### config.mk
export PLATFORM = sky130hd
export DESIGN_NAME = bsr_top
export DESIGN_NICKNAME = d
export VERILOG_FILES = /design/src/core/bsr_pkg.sv /design/src/core/bsr_rfile.sv /design/src/core/bsr_top.sv
export SDC_FILE = /design/constraint.sdc
export NUM_CORES = 1
export LEC_CHECK = 0
export BUFFER_PORTS_ARGS = -buffer_cell sky130_fd_sc_hd__buf_2
export CAP_MARGIN = 40
export CORE_MARGIN = 2
export CORE_UTILIZATION = 40
export DETAILED_ROUTE_END_ITERATION = 16
export GPL_ROUTABILITY_DRIVEN = 0
export SETUP_SLACK_MARGIN = 0.05
export SLEW_MARGIN = 20
export SYNTH_ARGS = -nofsm -noshare
export SYNTH_HDL_FRONTEND = slang
export SYNTH_SLANG_ARGS = --single-unit
### constraint.sdc
create_clock -name CLK -period 16.41 [get_ports CLK]
set_clock_uncertainty 0.05 [all_clocks]
set_input_delay 0.8205 -clock CLK [delete_from_list [all_inputs] [get_ports CLK]]
set_output_delay 0.8205 -clock CLK [all_outputs]
set_load 0.02 [all_outputs]
### src/core/bsr_pkg.sv
// shared constants, types and helper functions for the shifter and register-file block
// assumes one 200 MHz clock and an apb master for the register side
package bsr_pkg;

    // datapath widths
    localparam int BSR_DW = 16; // data width of shifter and register files
    localparam int BSR_AW = 4; // width of a shift amount

    // apb register byte offsets
    localparam logic [7:0] BSR_OFS_AMOUNT = 8'h00; // amount registers a and b, read/write
    localparam logic [7:0] BSR_OFS_STATUS = 8'h04; // live shifter state, read only

    // amount register field positions
    localparam int BSR_AMT_A_LSB = 0; // amount a in bits 3:0
    localparam int BSR_AMT_B_LSB = 8; // amount b in bits 11:8

    // status register field positions
    localparam int BSR_ST_SVREG_LSB = 0; // shift-value register in bits 3:0
    localparam int BSR_ST_PRIO_LSB = 4; // priority-encoder count in bits 7:4
    localparam int BSR_ST_DRIVE_BIT = 8; // port currently driven by the block

    // reset values
    localparam logic [3:0] BSR_AMT_RST = 4'h0; // amount and shift-value registers
    localparam logic [15:0] BSR_RF_RST = 16'h0000; // register-file entries
    localparam logic [31:0] BSR_RDATA_RST = 32'h00000000; // apb read data

    // shifter operation codes, upper half of the shifter instruction space
    typedef enum logic [3:0] {
        load_amount_a_from_port = 4'h8,
        load_amount_b_from_port = 4'h9,
        arith_right_by_port_value = 4'hA,
        arith_right_by_amount_a = 4'hB,
        arith_right_by_amount_b = 4'hC,
        normalise_only = 4'hD,
        normalise_store_a = 4'hE,
        normalise_store_b = 4'hF
    } bsr_sop_t;

    // register-file instruction codes
    typedef enum logic [2:0] {
        load_left_show_right = 3'h0,
        load_right_show_left = 3'h1,
        load_left_show_left = 3'h2,
        load_right_show_right = 3'h3,
        load_both_show_left = 3'h4,
        hold_show_right = 3'h5,
        hold_show_left = 3'h6,
        hold_pass_through = 3'h7
    } bsr_rcode_t;

    // instruction fields presented by the sequencer each cycle
    typedef struct packed {
        logic [3:0] shift_op; // shifter operation
        bsr_rcode_t shift_rf; // shifter register-file code
        bsr_rcode_t alu_rf; // alu register-file code
    } bsr_instr_t;

    // state of one register file
    typedef struct packed {
        logic [15:0] left; // left entry
        logic [15:0] right; // right entry
    } bsr_rf_t;

    // state of the top level
    typedef struct packed {
        logic [3:0] amt_a; // shift amount register a
        logic [3:0] amt_b; // shift amount register b
        logic [3:0] sv_reg; // shift-value register
        logic [31:0] prdata; // apb read data captured in setup
        logic pslverr; // apb error captured in setup
    } bsr_state_t;

    // leading copies of the sign bit below the msb, at most 15
    function automatic logic [3:0] prio_count(input logic [15:0] x);
        logic [3:0] n;
        logic run;
        n = 4'h0;
        run = 1'b1;
        for (int i = 14; i >= 0; i--) begin
            if (run && (x[i] == x[15])) begin
                n = n + 4'h1;
            end else begin
                run = 1'b0;
            end
        end
        return n;
    endfunction

    // arithmetic right shift with sign fill
    function automatic logic [15:0] asr16(input logic [15:0] x, input logic [3:0] n);
        return 16'($signed(x) >>> n);
    endfunction

endpackage

### src/core/bsr_rfile.sv
// two-entry left/right register file with an eight-code instruction
// assumes the code and input are stable at each rising clock edge
`timescale 1ns/10ps
module bsr_rfile
    import bsr_pkg::*;
(
    input wire logic clk, // system clock
    input wire logic nrst, // asynchronous reset, active low
    input wire bsr_pkg::bsr_rcode_t code, // register instruction for this cycle
    input wire logic [15:0] din, // register-file input
    output logic [15:0] dout // register-file output
);

    bsr_rf_t s_q; // stored entries
    bsr_rf_t s_d; // next entries

    // output select and load decode
    always_comb begin
        s_d = s_q;
        dout = s_q.right;
        case (code)
            load_left_show_right: begin
                dout = s_q.right;
                s_d.left = din;
            end
            load_right_show_left: begin
                dout = s_q.left;
                s_d.right = din;
            end
            load_left_show_left: begin
                dout = s_q.left;
                s_d.left = din;
            end
            load_right_show_right: begin
                dout = s_q.right;
                s_d.right = din;
            end
            load_both_show_left: begin
                dout = s_q.left;
                s_d.left = din;
                s_d.right = din;
            end
            hold_show_right: begin
                dout = s_q.right;
            end
            hold_show_left: begin
                dout = s_q.left;
            end
            hold_pass_through: begin
                dout = din;
            end
            default: begin
                dout = s_q.right; // unknown code holds
            end
        endcase
    end

    // entry registers
    always_ff @(posedge clk or negedge nrst) begin
        if (!nrst) begin
            s_q <= '{left: BSR_RF_RST, right: BSR_RF_RST};
        end else begin
            s_q <= s_d;
        end
    end
endmodule

### src/core/bsr_top.sv
// barrel shifter upper operations, amount registers, shift-value port and two
// left/right register files, with an apb slave for the amount and status words
// assumes the sequencer drives instruction fields and operands on clk, and the
// bench resolves the shift-value wire from the output enable
//
// Implementation choices: the APB interface to the registers and the register addresses.
`timescale 1ns/10ps

module bsr_top
    import bsr_pkg::*;
(
    input wire logic CLK, // system clock, 200 MHz
    input wire logic NRST, // asynchronous reset, active low
    input wire logic PSEL, // apb select
    input wire logic PENABLE, // apb access phase
    input wire logic PWRITE, // apb write when high
    input wire logic [7:0] PADDR, // apb byte address
    input wire logic [31:0] PWDATA, // apb write data
    output logic [31:0] PRDATA, // apb read data
    output logic PREADY, // apb ready
    output logic PSLVERR, // apb error on unmapped address
    input wire bsr_pkg::bsr_instr_t INSTR, // instruction fields for this cycle
    input wire logic SHIFT_VALUE_OUTPUT_ENABLE, // low lets the block drive the port
    input wire logic [3:0] SHIFT_VALUE_PORT_I, // level seen on the port
    output logic [3:0] SHIFT_VALUE_PORT_O, // level driven on the port
    output logic SHIFT_VALUE_PORT_OEN, // low while the block drives the port
    input wire logic [15:0] SHIFT_IN, // barrel shifter input
    input wire logic [15:0] ALU_IN, // alu result into its register file
    output logic [15:0] SHIFT_RF_OUT, // shifter register-file output
    output logic [15:0] ALU_RF_OUT // alu register-file output
);

    bsr_state_t s_q; // registered state
    bsr_state_t s_d; // next state

    logic [15:0] shift_res; // barrel shifter result
    logic [3:0] prio; // priority-encoder count of the input
    logic is_norm; // a normalise operation is running
    logic drive_port; // block drives the shift-value port
    logic apb_setup; // apb setup cycle
    logic apb_write; // apb write completes at this edge
    logic addr_ok; // address maps to a register
    logic [31:0] rd_word; // read value of the addressed register

    // priority encoder over the shifter input
    always_comb begin
        prio = prio_count(SHIFT_IN);
    end

    // barrel shifter for the upper opcode half
    always_comb begin
        is_norm = 1'b0;
        shift_res = SHIFT_IN;
        case (INSTR.shift_op)
            load_amount_a_from_port: begin
                shift_res = SHIFT_IN;
            end
            load_amount_b_from_port: begin
                shift_res = SHIFT_IN;
            end
            arith_right_by_port_value: begin
                shift_res = asr16(SHIFT_IN, s_q.sv_reg);
            end
            arith_right_by_amount_a: begin
                shift_res = asr16(SHIFT_IN, s_q.amt_a);
            end
            arith_right_by_amount_b: begin
                shift_res = asr16(SHIFT_IN, s_q.amt_b);
            end
            normalise_only, normalise_store_a, normalise_store_b: begin
                is_norm = 1'b1;
                shift_res = SHIFT_IN << prio;
            end
            default: begin
                shift_res = SHIFT_IN; // lower opcodes live elsewhere, pass here
            end
        endcase
    end

    // shift-value port drive, enable active low
    always_comb begin
        drive_port = is_norm && !SHIFT_VALUE_OUTPUT_ENABLE;
        SHIFT_VALUE_PORT_O = drive_port ? prio : 4'h0;
        SHIFT_VALUE_PORT_OEN = !drive_port;
    end

    // apb decode and read mux
    always_comb begin
        apb_setup = PSEL && !PENABLE;
        apb_write = PSEL && PENABLE && PWRITE;
        addr_ok = (PADDR == BSR_OFS_AMOUNT) || (PADDR == BSR_OFS_STATUS);
        rd_word = 32'h00000000;
        if (PADDR == BSR_OFS_AMOUNT) begin
            rd_word[BSR_AMT_A_LSB +: 4] = s_q.amt_a;
            rd_word[BSR_AMT_B_LSB +: 4] = s_q.amt_b;
        end else if (PADDR == BSR_OFS_STATUS) begin
            rd_word[BSR_ST_SVREG_LSB +: 4] = s_q.sv_reg;
            rd_word[BSR_ST_PRIO_LSB +: 4] = prio;
            rd_word[BSR_ST_DRIVE_BIT] = drive_port;
        end
    end

    // next state: amount registers, shift-value register, apb capture
    always_comb begin
        s_d = s_q;
        // software write first, so the sequencer wins at the same edge
        if (apb_write && (PADDR == BSR_OFS_AMOUNT)) begin
            s_d.amt_a = PWDATA[BSR_AMT_A_LSB +: 4];
            s_d.amt_b = PWDATA[BSR_AMT_B_LSB +: 4];
        end
        // instruction effects taken at the closing edge of the cycle
        case (INSTR.shift_op)
            load_amount_a_from_port: begin
                s_d.amt_a = SHIFT_VALUE_PORT_I;
            end
            load_amount_b_from_port: begin
                s_d.amt_b = SHIFT_VALUE_PORT_I;
            end
            normalise_store_a: begin
                s_d.amt_a = prio;
            end
            normalise_store_b: begin
                s_d.amt_b = prio;
            end
            default: begin
                s_d.amt_a = s_d.amt_a; // no amount change
            end
        endcase
        // shift-value register follows the port while it is an input
        if (SHIFT_VALUE_OUTPUT_ENABLE) begin
            s_d.sv_reg = SHIFT_VALUE_PORT_I;
        end
        // read data and error are captured in the setup cycle
        if (apb_setup) begin
            s_d.prdata = PWRITE ? 32'h00000000 : rd_word;
            s_d.pslverr = !addr_ok;
        end
    end

    // state register
    always_ff @(posedge CLK or negedge NRST) begin
        if (!NRST) begin
            s_q <= '{amt_a: BSR_AMT_RST, amt_b: BSR_AMT_RST, sv_reg: BSR_AMT_RST,
                     prdata: BSR_RDATA_RST, pslverr: 1'b0};
        end else begin
            s_q <= s_d;
        end
    end

    // apb answer: zero wait states
    always_comb begin
        PREADY = PSEL && PENABLE;
        PRDATA = s_q.prdata;
        PSLVERR = PSEL && PENABLE && s_q.pslverr;
    end

    // register file behind the barrel shifter
    bsr_rfile u_shift_rf (
        .clk(CLK),
        .nrst(NRST),
        .code(INSTR.shift_rf),
        .din(shift_res),
        .dout(SHIFT_RF_OUT)
    );

    // register file behind the alu
    bsr_rfile u_alu_rf (
        .clk(CLK),
        .nrst(NRST),
        .code(INSTR.alu_rf),
        .din(ALU_IN),
        .dout(ALU_RF_OUT)
    );
endmodule
### Word level (Yosys, flattened, before mapping)

Cells that the tools add are included.

* $add $sub $neg: 14
* equality and inequality tests: 38
* shifts and indexed selects: 4
* multiplexer cells: 43
* reduce and logical (&&, ||, !) cells: 39

Operators with widths (count)
* $pmux W16 S3: 2
* $mux W4: 16
* $pmux W16 S4: 1
* $add A4 B1 Y4 const B: 13
* $sshr A16 B4 Y16: 3
* $eq A4 B4 Y1 const B: 8
* $eq A3 B3 Y1 const B: 8
* $reduce_or A3 Y1: 7
* $logic_and A1 B1 Y1: 20
* $mux W1: 17
* $pmux W4 S2: 2
* $shl A16 B4 Y16: 1
* $eq A1 B1 Y1: 15
* $eq A3 B2 Y1 const B: 4
* $mux W12: 1
* $mux W9: 1
* $eq A8 B3 Y1 const B: 1
* $logic_not A8 Y1: 1
* $mux W8: 1
* $reduce_or A4 Y1: 2
* $eq A3 B1 Y1 const B: 2
* $logic_not A3 Y1: 2
* $reduce_bool A3 Y1: 2
* $logic_not A1 Y1: 4
* 4 further kinds: 4

* register bits after elaboration: 109
* input bits: 92
* output and inout bits: 71

### Longest topological paths before layout

Gate-level depths: netlist (run 1).

* word-level depth: 33
* mapped depth: 54
* depth with buffers taken out: 49

### Hierarchy

From an unflattened synthesis (run 1), not the netlist that was laid out.

* cell total of the unflattened synthesis: 1013
* area, all modules: 8978.6 um^2

Modules (own cells, without submodules)
* bsr_top: times used 1, cells an instance 685, area each 4902.2 um^2, sequential area each 625.6 um^2
* bsr_rfile: times used 2, cells an instance 164, area each 2038.2 um^2, sequential area each 800.8 um^2

### Worst setup path after synthesis (run 1)

Ideal clock, no wire load.

* path kind: input to output
* start: input SHIFT_IN[15]
* end: output SHIFT_RF_OUT[9]
* arrival time: 9741 ps
* data required time: 15540 ps
* path slack: 5799 ps
* cell stages on the path: 49
* path buffers: 5
* cells stage by stage: buf_2 > buf_2 > buf_6 > buf_2 > nand2_1 > a21oi_1 > o21bai_1 > ha_1 > a21oi_1 > a21oi_1 > ha_1 > nand2_1 > nand2_1 > ha_1 > mux2i_1 > o21ai_0 > ha_1 > mux2_2 > [13 not listed] > o21ai_0 > ha_1 > mux2_2 > ha_1 > nor3_1 > a211oi_1 > o2bb2ai_1 > o21ai_0 > ha_1 > o21a_1 > ha_1 > mux2_2 > o2bb2ai_2 > buf_4 > mux2i_1 > a21oi_1 > a21o_1 > o31ai_1

* cells in the longest elaborated chain, start to end: 33
* elaborated cells on any way between the ends: 78
* those cells by class: add/sub: 14; eq/ne: 15; shift: 4; mux: 31; reduce/logical: 14

Ends and longest elaborated chain
* from (decl): line bsr_top.sv:27 `input wire logic [15:0] SHIFT_IN,`
* $eq A1 B1 Y1: line bsr_pkg.sv:80 `if (run && (x[i] == x[15])) begin`
* $mux W1: line bsr_pkg.sv:80
* $add A1 B1 Y2 or $logic_and A1 B1 Y1 (tied branches): line bsr_pkg.sv:81, bsr_pkg.sv:80
* $mux W2 or $mux W1 (tied branches): line bsr_pkg.sv:80
* $add A4 B1 Y4 or $logic_and A1 B1 Y1 (tied branches): line bsr_pkg.sv:81, bsr_pkg.sv:80
* $mux W4 or $mux W1 (tied branches): line bsr_pkg.sv:80
* $add A4 B1 Y4 or $logic_and A1 B1 Y1 (tied branches): line bsr_pkg.sv:81, bsr_pkg.sv:80
* $mux W4 or $mux W1 (tied branches): line bsr_pkg.sv:80
* [17 not listed]
* $mux W4 or $mux W1 (tied branches): line bsr_pkg.sv:80
* $add A4 B1 Y4 or $logic_and A1 B1 Y1 (tied branches): line bsr_pkg.sv:81, bsr_pkg.sv:80
* $mux W4 or $mux W1 (tied branches): line bsr_pkg.sv:80
* $add A4 B1 Y4 or $logic_and A1 B1 Y1 (tied branches): line bsr_pkg.sv:81, bsr_pkg.sv:80
* $mux W4: line bsr_pkg.sv:80
* $shl A16 B4 Y16: line bsr_top.sv:72 `shift_res = SHIFT_IN << prio;`
* $pmux W16 S4 *: line bsr_top.sv:54 `case (INSTR.shift_op)`
* $pmux W16 S3 *: line bsr_rfile.sv:21 `case (code)`
* to (decl): line bsr_top.sv:29 `output logic [15:0] SHIFT_RF_OUT,`

Mark *: on every way between the ends. The rest lies on a longest branch, timed or not.

### Final worst setup path (run 1)

* start: input SHIFT_IN[15]
* end: output SHIFT_RF_OUT[14]

The elaborated chain is that of the path after synthesis.

==> results.cfg, run 1 <==
[status]
outcome = finished, final reports clean

[grt]
grt_pass1_vias = 6994
antenna_found_initial = 0
track_usage_pct = 20.28
grt_start_max_net_pins = 51
grt_pass1_wl_mm = 36.00
globalRouteOverflowTotal = 0

[floorplanning]
die_y_um = 147.6
std_cell_rows = 52
die-area_um2 = 21770
die_w_um = 147.6
io_pins = 163
coreArea_um2 = 20230
start_util_pct = 40.74

[sta]
relSlewSlack_pct = 50.46
finalCritPeriodShare_pct = 71.83
fmax_mhz = 84.84
worstMarginPinSlew_ns = 0.7225
finalHoldViolations = 0
rsz0062_at_grt = false
setup-tns-final_ns = 0
period_needed_ns = 11.79
slew_viol_final = 0
final-setup-viol-count = 0

[critical_path]
worstPathRequired_ns = 15.54
path_class = in -> out
cp-end-kind = primary output
ff2ff_path_depth = 9
crit_arrival_ns = 10.92
critPathLaunchType = input port
crit_top_cell = ha_1
worst-r2r-setup-slack_ns = 13.70
cpPeakStageDelay_ns = 0.45
crit_path_top_delay_cell = o2bb2ai_2
path_max_fanout = 29

[clock_network]
cts_tree = done
post_cts_buffers = 0
cts_sinks = 89
clk-insertion-delay-late_ns = 0.35
clock-root-buffer = clkbuf_16
clk_pin_slew_ns = 0.06
cts_max_path_buffers = 2
numCtsBuffers = 9
cts_hold_buffers = 0
postCtsResizedCells = 0
htree_num_levels = 3

[drt]
drc = 0
ant_nets = 0
routed_wl_mm = 22.23
num_vias = 7532
vias_per_cell = 5.754
drtPass1Iterations = 5
wl_per_cell_um = 16.98
drt_iter0_markers = 441

[power]
seq_power_share_pct = 36.9
p_leak_nw = 4.107
switching_share_pct = 36.55
clockPowerShare_pct = 26.1
pwr-share-comb_pct = 37.0
p_sw_mw = 0.2706
intPower_mw = 0.4697
ir_drop_v = 0.00003899
powerDensity_nw_per_um2 = 80.85

[yosys]
ys_seq_elements = 89
synth_top_flop_cell = dfrtp_1
synth-edff-count = 0
netlist_instances = 978
syn_area_um2 = 8243
yosys_warnings = 0
ys_seq_area_share_pct = 27.02
synth-async-reset-ratio_pct = 100.0
avgSynthCellArea_um2 = 8.428
synth_cell_type_count = 75

[hold_path]
hold_class = in -> async

[finish]
finalNonFillerCells = 1309
synthToLayoutAreaGrowth_pct = 11.08
fin_area_um2 = 9156
drive_gt1_share_pct = 24.64
antenna_cells = 0
layout_common_cells = 118 x nand2_1, 118 x buf_2, 93 x mux2i_1, 89 x dfrtp_1, 75 x nor2_1
nets = 1138
postLayoutCoreUtil_pct = 45.25

[placed_design]
dpl_cell_area_um2 = 8837
dp_cells = 1291
numPortBuffers = 118
hpwl_mm = 16.14

[run]
maxCapViolCount = 0
-- Yosys cell counts, drive strengths merged (4+ instances only) --
cell type | number | area (um2)
a31oi | 13 | 81.33
or3 | 6 | 37.54
mux2 | 73 | 822.0
and3 | 4 | 30.03
o221ai | 8 | 70.07
a21o | 8 | 60.06
nand2 | 118 | 442.9
a211oi | 6 | 45.04
nor2b | 6 | 37.54
inv | 12 | 45.04
o31ai | 6 | 45.04
ha | 12 | 150.1
a21oi | 50 | 250.2
clkbuf | 58 | 217.7
nor3 | 13 | 70.07
a22o | 10 | 87.58
a211o | 4 | 35.03
a22oi | 27 | 202.7
or2 | 10 | 65.07
mux4 | 5 | 112.6
and2 | 5 | 31.28
o21ai | 69 | 345.3
nand3 | 15 | 75.07
nand2b | 14 | 87.58
nand4 | 6 | 37.54
a21boi | 4 | 30.03
buf | 54 | 367.9
dfrtp | 89 | 2227
mux2i | 93 | 930.9
o21a | 5 | 37.54
nor2 | 76 | 285.3
xnor2 | 10 | 87.58
a221oi | 5 | 43.79
o22ai | 8 | 50.05
o211ai | 24 | 180.2
-- through the flow --
step | setup WS (ns) | total power, mW | hold slack (ns)
6_report | 4.623 | 0.7403 | 0.2842
3_5_place_dp | 4.550 | 0.5482 | 0.4146
5_1_grt | 3.647 | 0.7878 | 0.2894
4_1_cts | 4.514 | 0.7427 | 0.2849
3_3_place_gp | 4.258 | 0.5404 | 0.4078
2_1_floorplan | 5.799 | 0.4735 | 0.3961
-- kinds of logic (layout without fill, tap and decap cells) --
logic type,count (synthesis),count (layout),synth area share [%]
buf+inv,124,166,7.650
fa+ha+maj,12,12,1.821
simple gates,295,295,16.92
mux,171,171,22.63
flops,89,89,27.02
xor+xnor,14,14,2.019
compound gates,272,272,21.89
other cells,1,20,0.04549
-- path summary, 6_finish.rpt --
| path | startpoint | endpoint |
|---|---|---|
| setup reg to reg | s_q[33] | u_shift_rf.s_q[5] |
| setup / recovery | SHIFT_IN[15] | SHIFT_RF_OUT[14] |
| max in group asynchronous | NRST | u_shift_rf.s_q[30] |
| hold reg to reg | PRDATA[7] | PRDATA[7] |
| min in group CLK | PRDATA[7] | PRDATA[7] |
| hold / removal | NRST | s_q[40] |
-- metal layers --
layer	global-route usage, %	part of all wire [%]	up-vias
li1	-	-	3664
met1	27.80	46	3612
met2	33.74	47	230
met3	2.901	5.4	26
met4	5.240	1.4	0
met5	0	0	-
-- flip-flops by register name (all words and copies together) (netlist names) --
register / count
PRDATA: 12
s_q: 13
u_shift_rf.s_q: 32
u_alu_rf.s_q: 32
-- layout make-up --
cell class / count / area (um2)
fillers: 2000 / 11080
multi-input cells: 784 / 5466
flip-flops and latches: 89 / 2227
repair buffers: 138 / 808.3
well taps: 270 / 337.8
clock buffers: 11 / 232.7
inverters: 12 / 45.04
clock inverters: 5 / 38.79
-- worst max-delay path, delay by kind of cell --
family                   cells  cell delay, ns
AND/OR/NAND/NOR             12            1.37
AO/OA/AOI/OAI               13            2.68
multiplexers                 6            1.34
buffers and inverters        6            1.13
adder cells (fa/ha/maj)     12            3.58
-- power groups by stage --
stage | sequential (mW) | combinational (mW) | clock, mW
after floorplan | 0.270 | 0.203 | 0
after detailed placement | 0.277 | 0.272 | 0
after global routing | 0.277 | 0.302 | 0.209
final | 0.273 | 0.274 | 0.193
after CTS | 0.273 | 0.273 | 0.197
after global placement | 0.276 | 0.265 | 0
No activity file was read; power rests on OpenSTA's default activity.
==> inputs of run 2 (changes only) <==
clock period = 9.5 ns   (was 16.41 ns; I/O delays follow)
==> results.cfg, run 2 (same netlist as run 1, synthesis figures left out) <==
[floorplanning]
die_y_um = 147.6
io_pins = 163
coreArea_um2 = 20230
std_cell_rows = 52
die_w_um = 147.6
die-area_um2 = 21770
start_util_pct = 40.74

[power]
powerDensity_nw_per_um2 = 134.4
p_leak_nw = 4.513
power.total_mw = 1.356
ir_drop_v = 0.00008610

[finish]
layout_common_cells = 111 x nand2_1, 102 x buf_2, 91 x mux2i_1, 89 x dfrtp_1, 81 x buf_4
drive_gt1_share_pct = 33.51
top_regs = u_alu_rf.s_q x32, u_shift_rf.s_q x32, s_q x13
synthToLayoutAreaGrowth_pct = 22.40
postLayoutCoreUtil_pct = 49.86
fin_area_um2 = 10090
antenna_cells = 0
final_common_cell = nand2_1
fillCellCount = 1917
nets = 1209

[clock_network]
htree_num_levels = 3
cts_sinks = 89
cts_max_path_buffers = 2
clk_pin_slew_ns = 0.07
cts_tree = done
clock-root-buffer = clkbuf_16
numCtsBuffers = 9
clk-insertion-delay-late_ns = 0.34

[critical_path]
r2r_start = s_q[33]
crit_arrival_ns = 8.98
path_class = in -> out
crit_path_top_delay_cell = or3_4
worstSetupStartpoint = SHIFT_IN[13]
path_max_fanout = 5
cp-end-kind = primary output
worstPathRequired_ns = 8.98
cpPeakStageDelay_ns = 0.40
crit_top_cell = ha_1
critPathLaunchType = input port

[sta]
setup-tns-final_ns = -0.005322
setup_slack_ns = -0.005322
fmax_mhz = 105.2
period_needed_ns = 9.505
worstMarginPinSlew_ns = 0.8091
finalCritPeriodShare_pct = 100.1
finalHoldViolations = 0
relSlewSlack_pct = 45.49
slew_viol_final = 0
final-setup-viol-count = 1
rsz0062_at_grt = true

[hold_path]
hold_class = in -> reg
hold_path_startpoint = ALU_IN[0]

[grt]
antenna_found_initial = 0
globalRouteOverflowTotal = 0
grt.busiest_layer = met2
track_usage_pct = 20.84
grt_pass1_vias = 7271
met3_usage_pct = 2.994
grt_pass1_wl_mm = 37.00
use_met2_pct = 33.65
met1_usage_pct = 29.29
grt_start_max_net_pins = 45

[placed_design]
place_worst_setup_slack_ns = -0.2713
hpwl_mm = 16.51
numPortBuffers = 118
dpl_cell_area_um2 = 9359

[drt]
vias_per_cell = 5.627
drc = 0
drtPass1Iterations = 5
wl_per_cell_um = 16.84
routed_wl_mm = 23.24
ant_nets = 0
num_vias = 7765
drt_iter0_markers = 450

[status]
outcome = complete, but fails checks
failed_checks = negative setup slack

[run]
maxCapViolCount = 0
[run 2: changes by cell type in the layout (fill, tap and decap cells not counted), sizes merged]
cell         before  now
clkbuf           11   13
dlygate4sd3       0    1
buf             138  206
[run 2: cell type report]
type | instances | area, um2 | area share [%]
Clock buffer | 11 | 232.7 | 2.307
Multi-Input combinational cell | 784 | 5769 | 57.18
Tap cell | 270 | 337.8 | 3.348
Timing Repair Buffer | 209 | 1439 | 14.26
Inverter | 12 | 45.04 | 0.4464
Sequential cell | 89 | 2227 | 22.07
Clock inverter | 5 | 38.79 | 0.3844
[run 2: path summary, 6_finish.rpt]
| kind | cells past startpoint | slack [ns] | endpoint |
|---|---|---|---|
| worst max-delay path | 50 | -0.005 | SHIFT_RF_OUT[14] |
| worst min-delay path | 2 | 0.34 | u_alu_rf.s_q[16] |
| worst max register to register | 10 | 6.64 | u_shift_rf.s_q[5] |
| worst min register to register | 2 | 0.43 | PRDATA[8] |
| max in group asynchronous | 4 | 8.00 | u_shift_rf.s_q[10] |
| min in group asynchronous | 2 | 0.45 | u_alu_rf.s_q[31] |
[run 2: layer usage]
layer,part of all wire (%),vias up
li1,-,3809
met1,46,3706
met2,46,222
met3,5.6,28
met4,1.6,0
met5,0,-
[run 2: power by group]
group	internal, mW	total, mW	leakage (nW)	switching, mW
combinational	0.254	0.552	3.31	0.299
sequential	0.434	0.471	1.07	0.0375
clock	0.180	0.332	0.131	0.152
[run 2: repair_timing]
action | 4_1_cts | 5_1_grt
hold endpoints to repair | 10 | 0
gates resized for setup | 9 | 61
buffers inserted | 7 | 11
hold buffers | 1 | 0
pin swaps | 16 | 42
cloned | 1 | 0
setup endpoints to repair | 15 | 17
[run 2: stage by stage]
stage	cells	hold slack (ns)
2_1_floorplan	997	0.1294
3_3_place_gp	1338	0.2656
3_5_place_dp	1343	0.2639
4_1_cts	1368	0.3250
5_1_grt	1380	0.3417
6_report	1380	0.3386
[run 2: critical path, delay by kind of cell]
family,cells,cell delay [ns]
buf+inv,4,0.52
mux,5,1.08
fa+ha+maj,12,3.07
compound gates,11,1.55
xor+xnor,3,0.61
simple gates,15,1.70
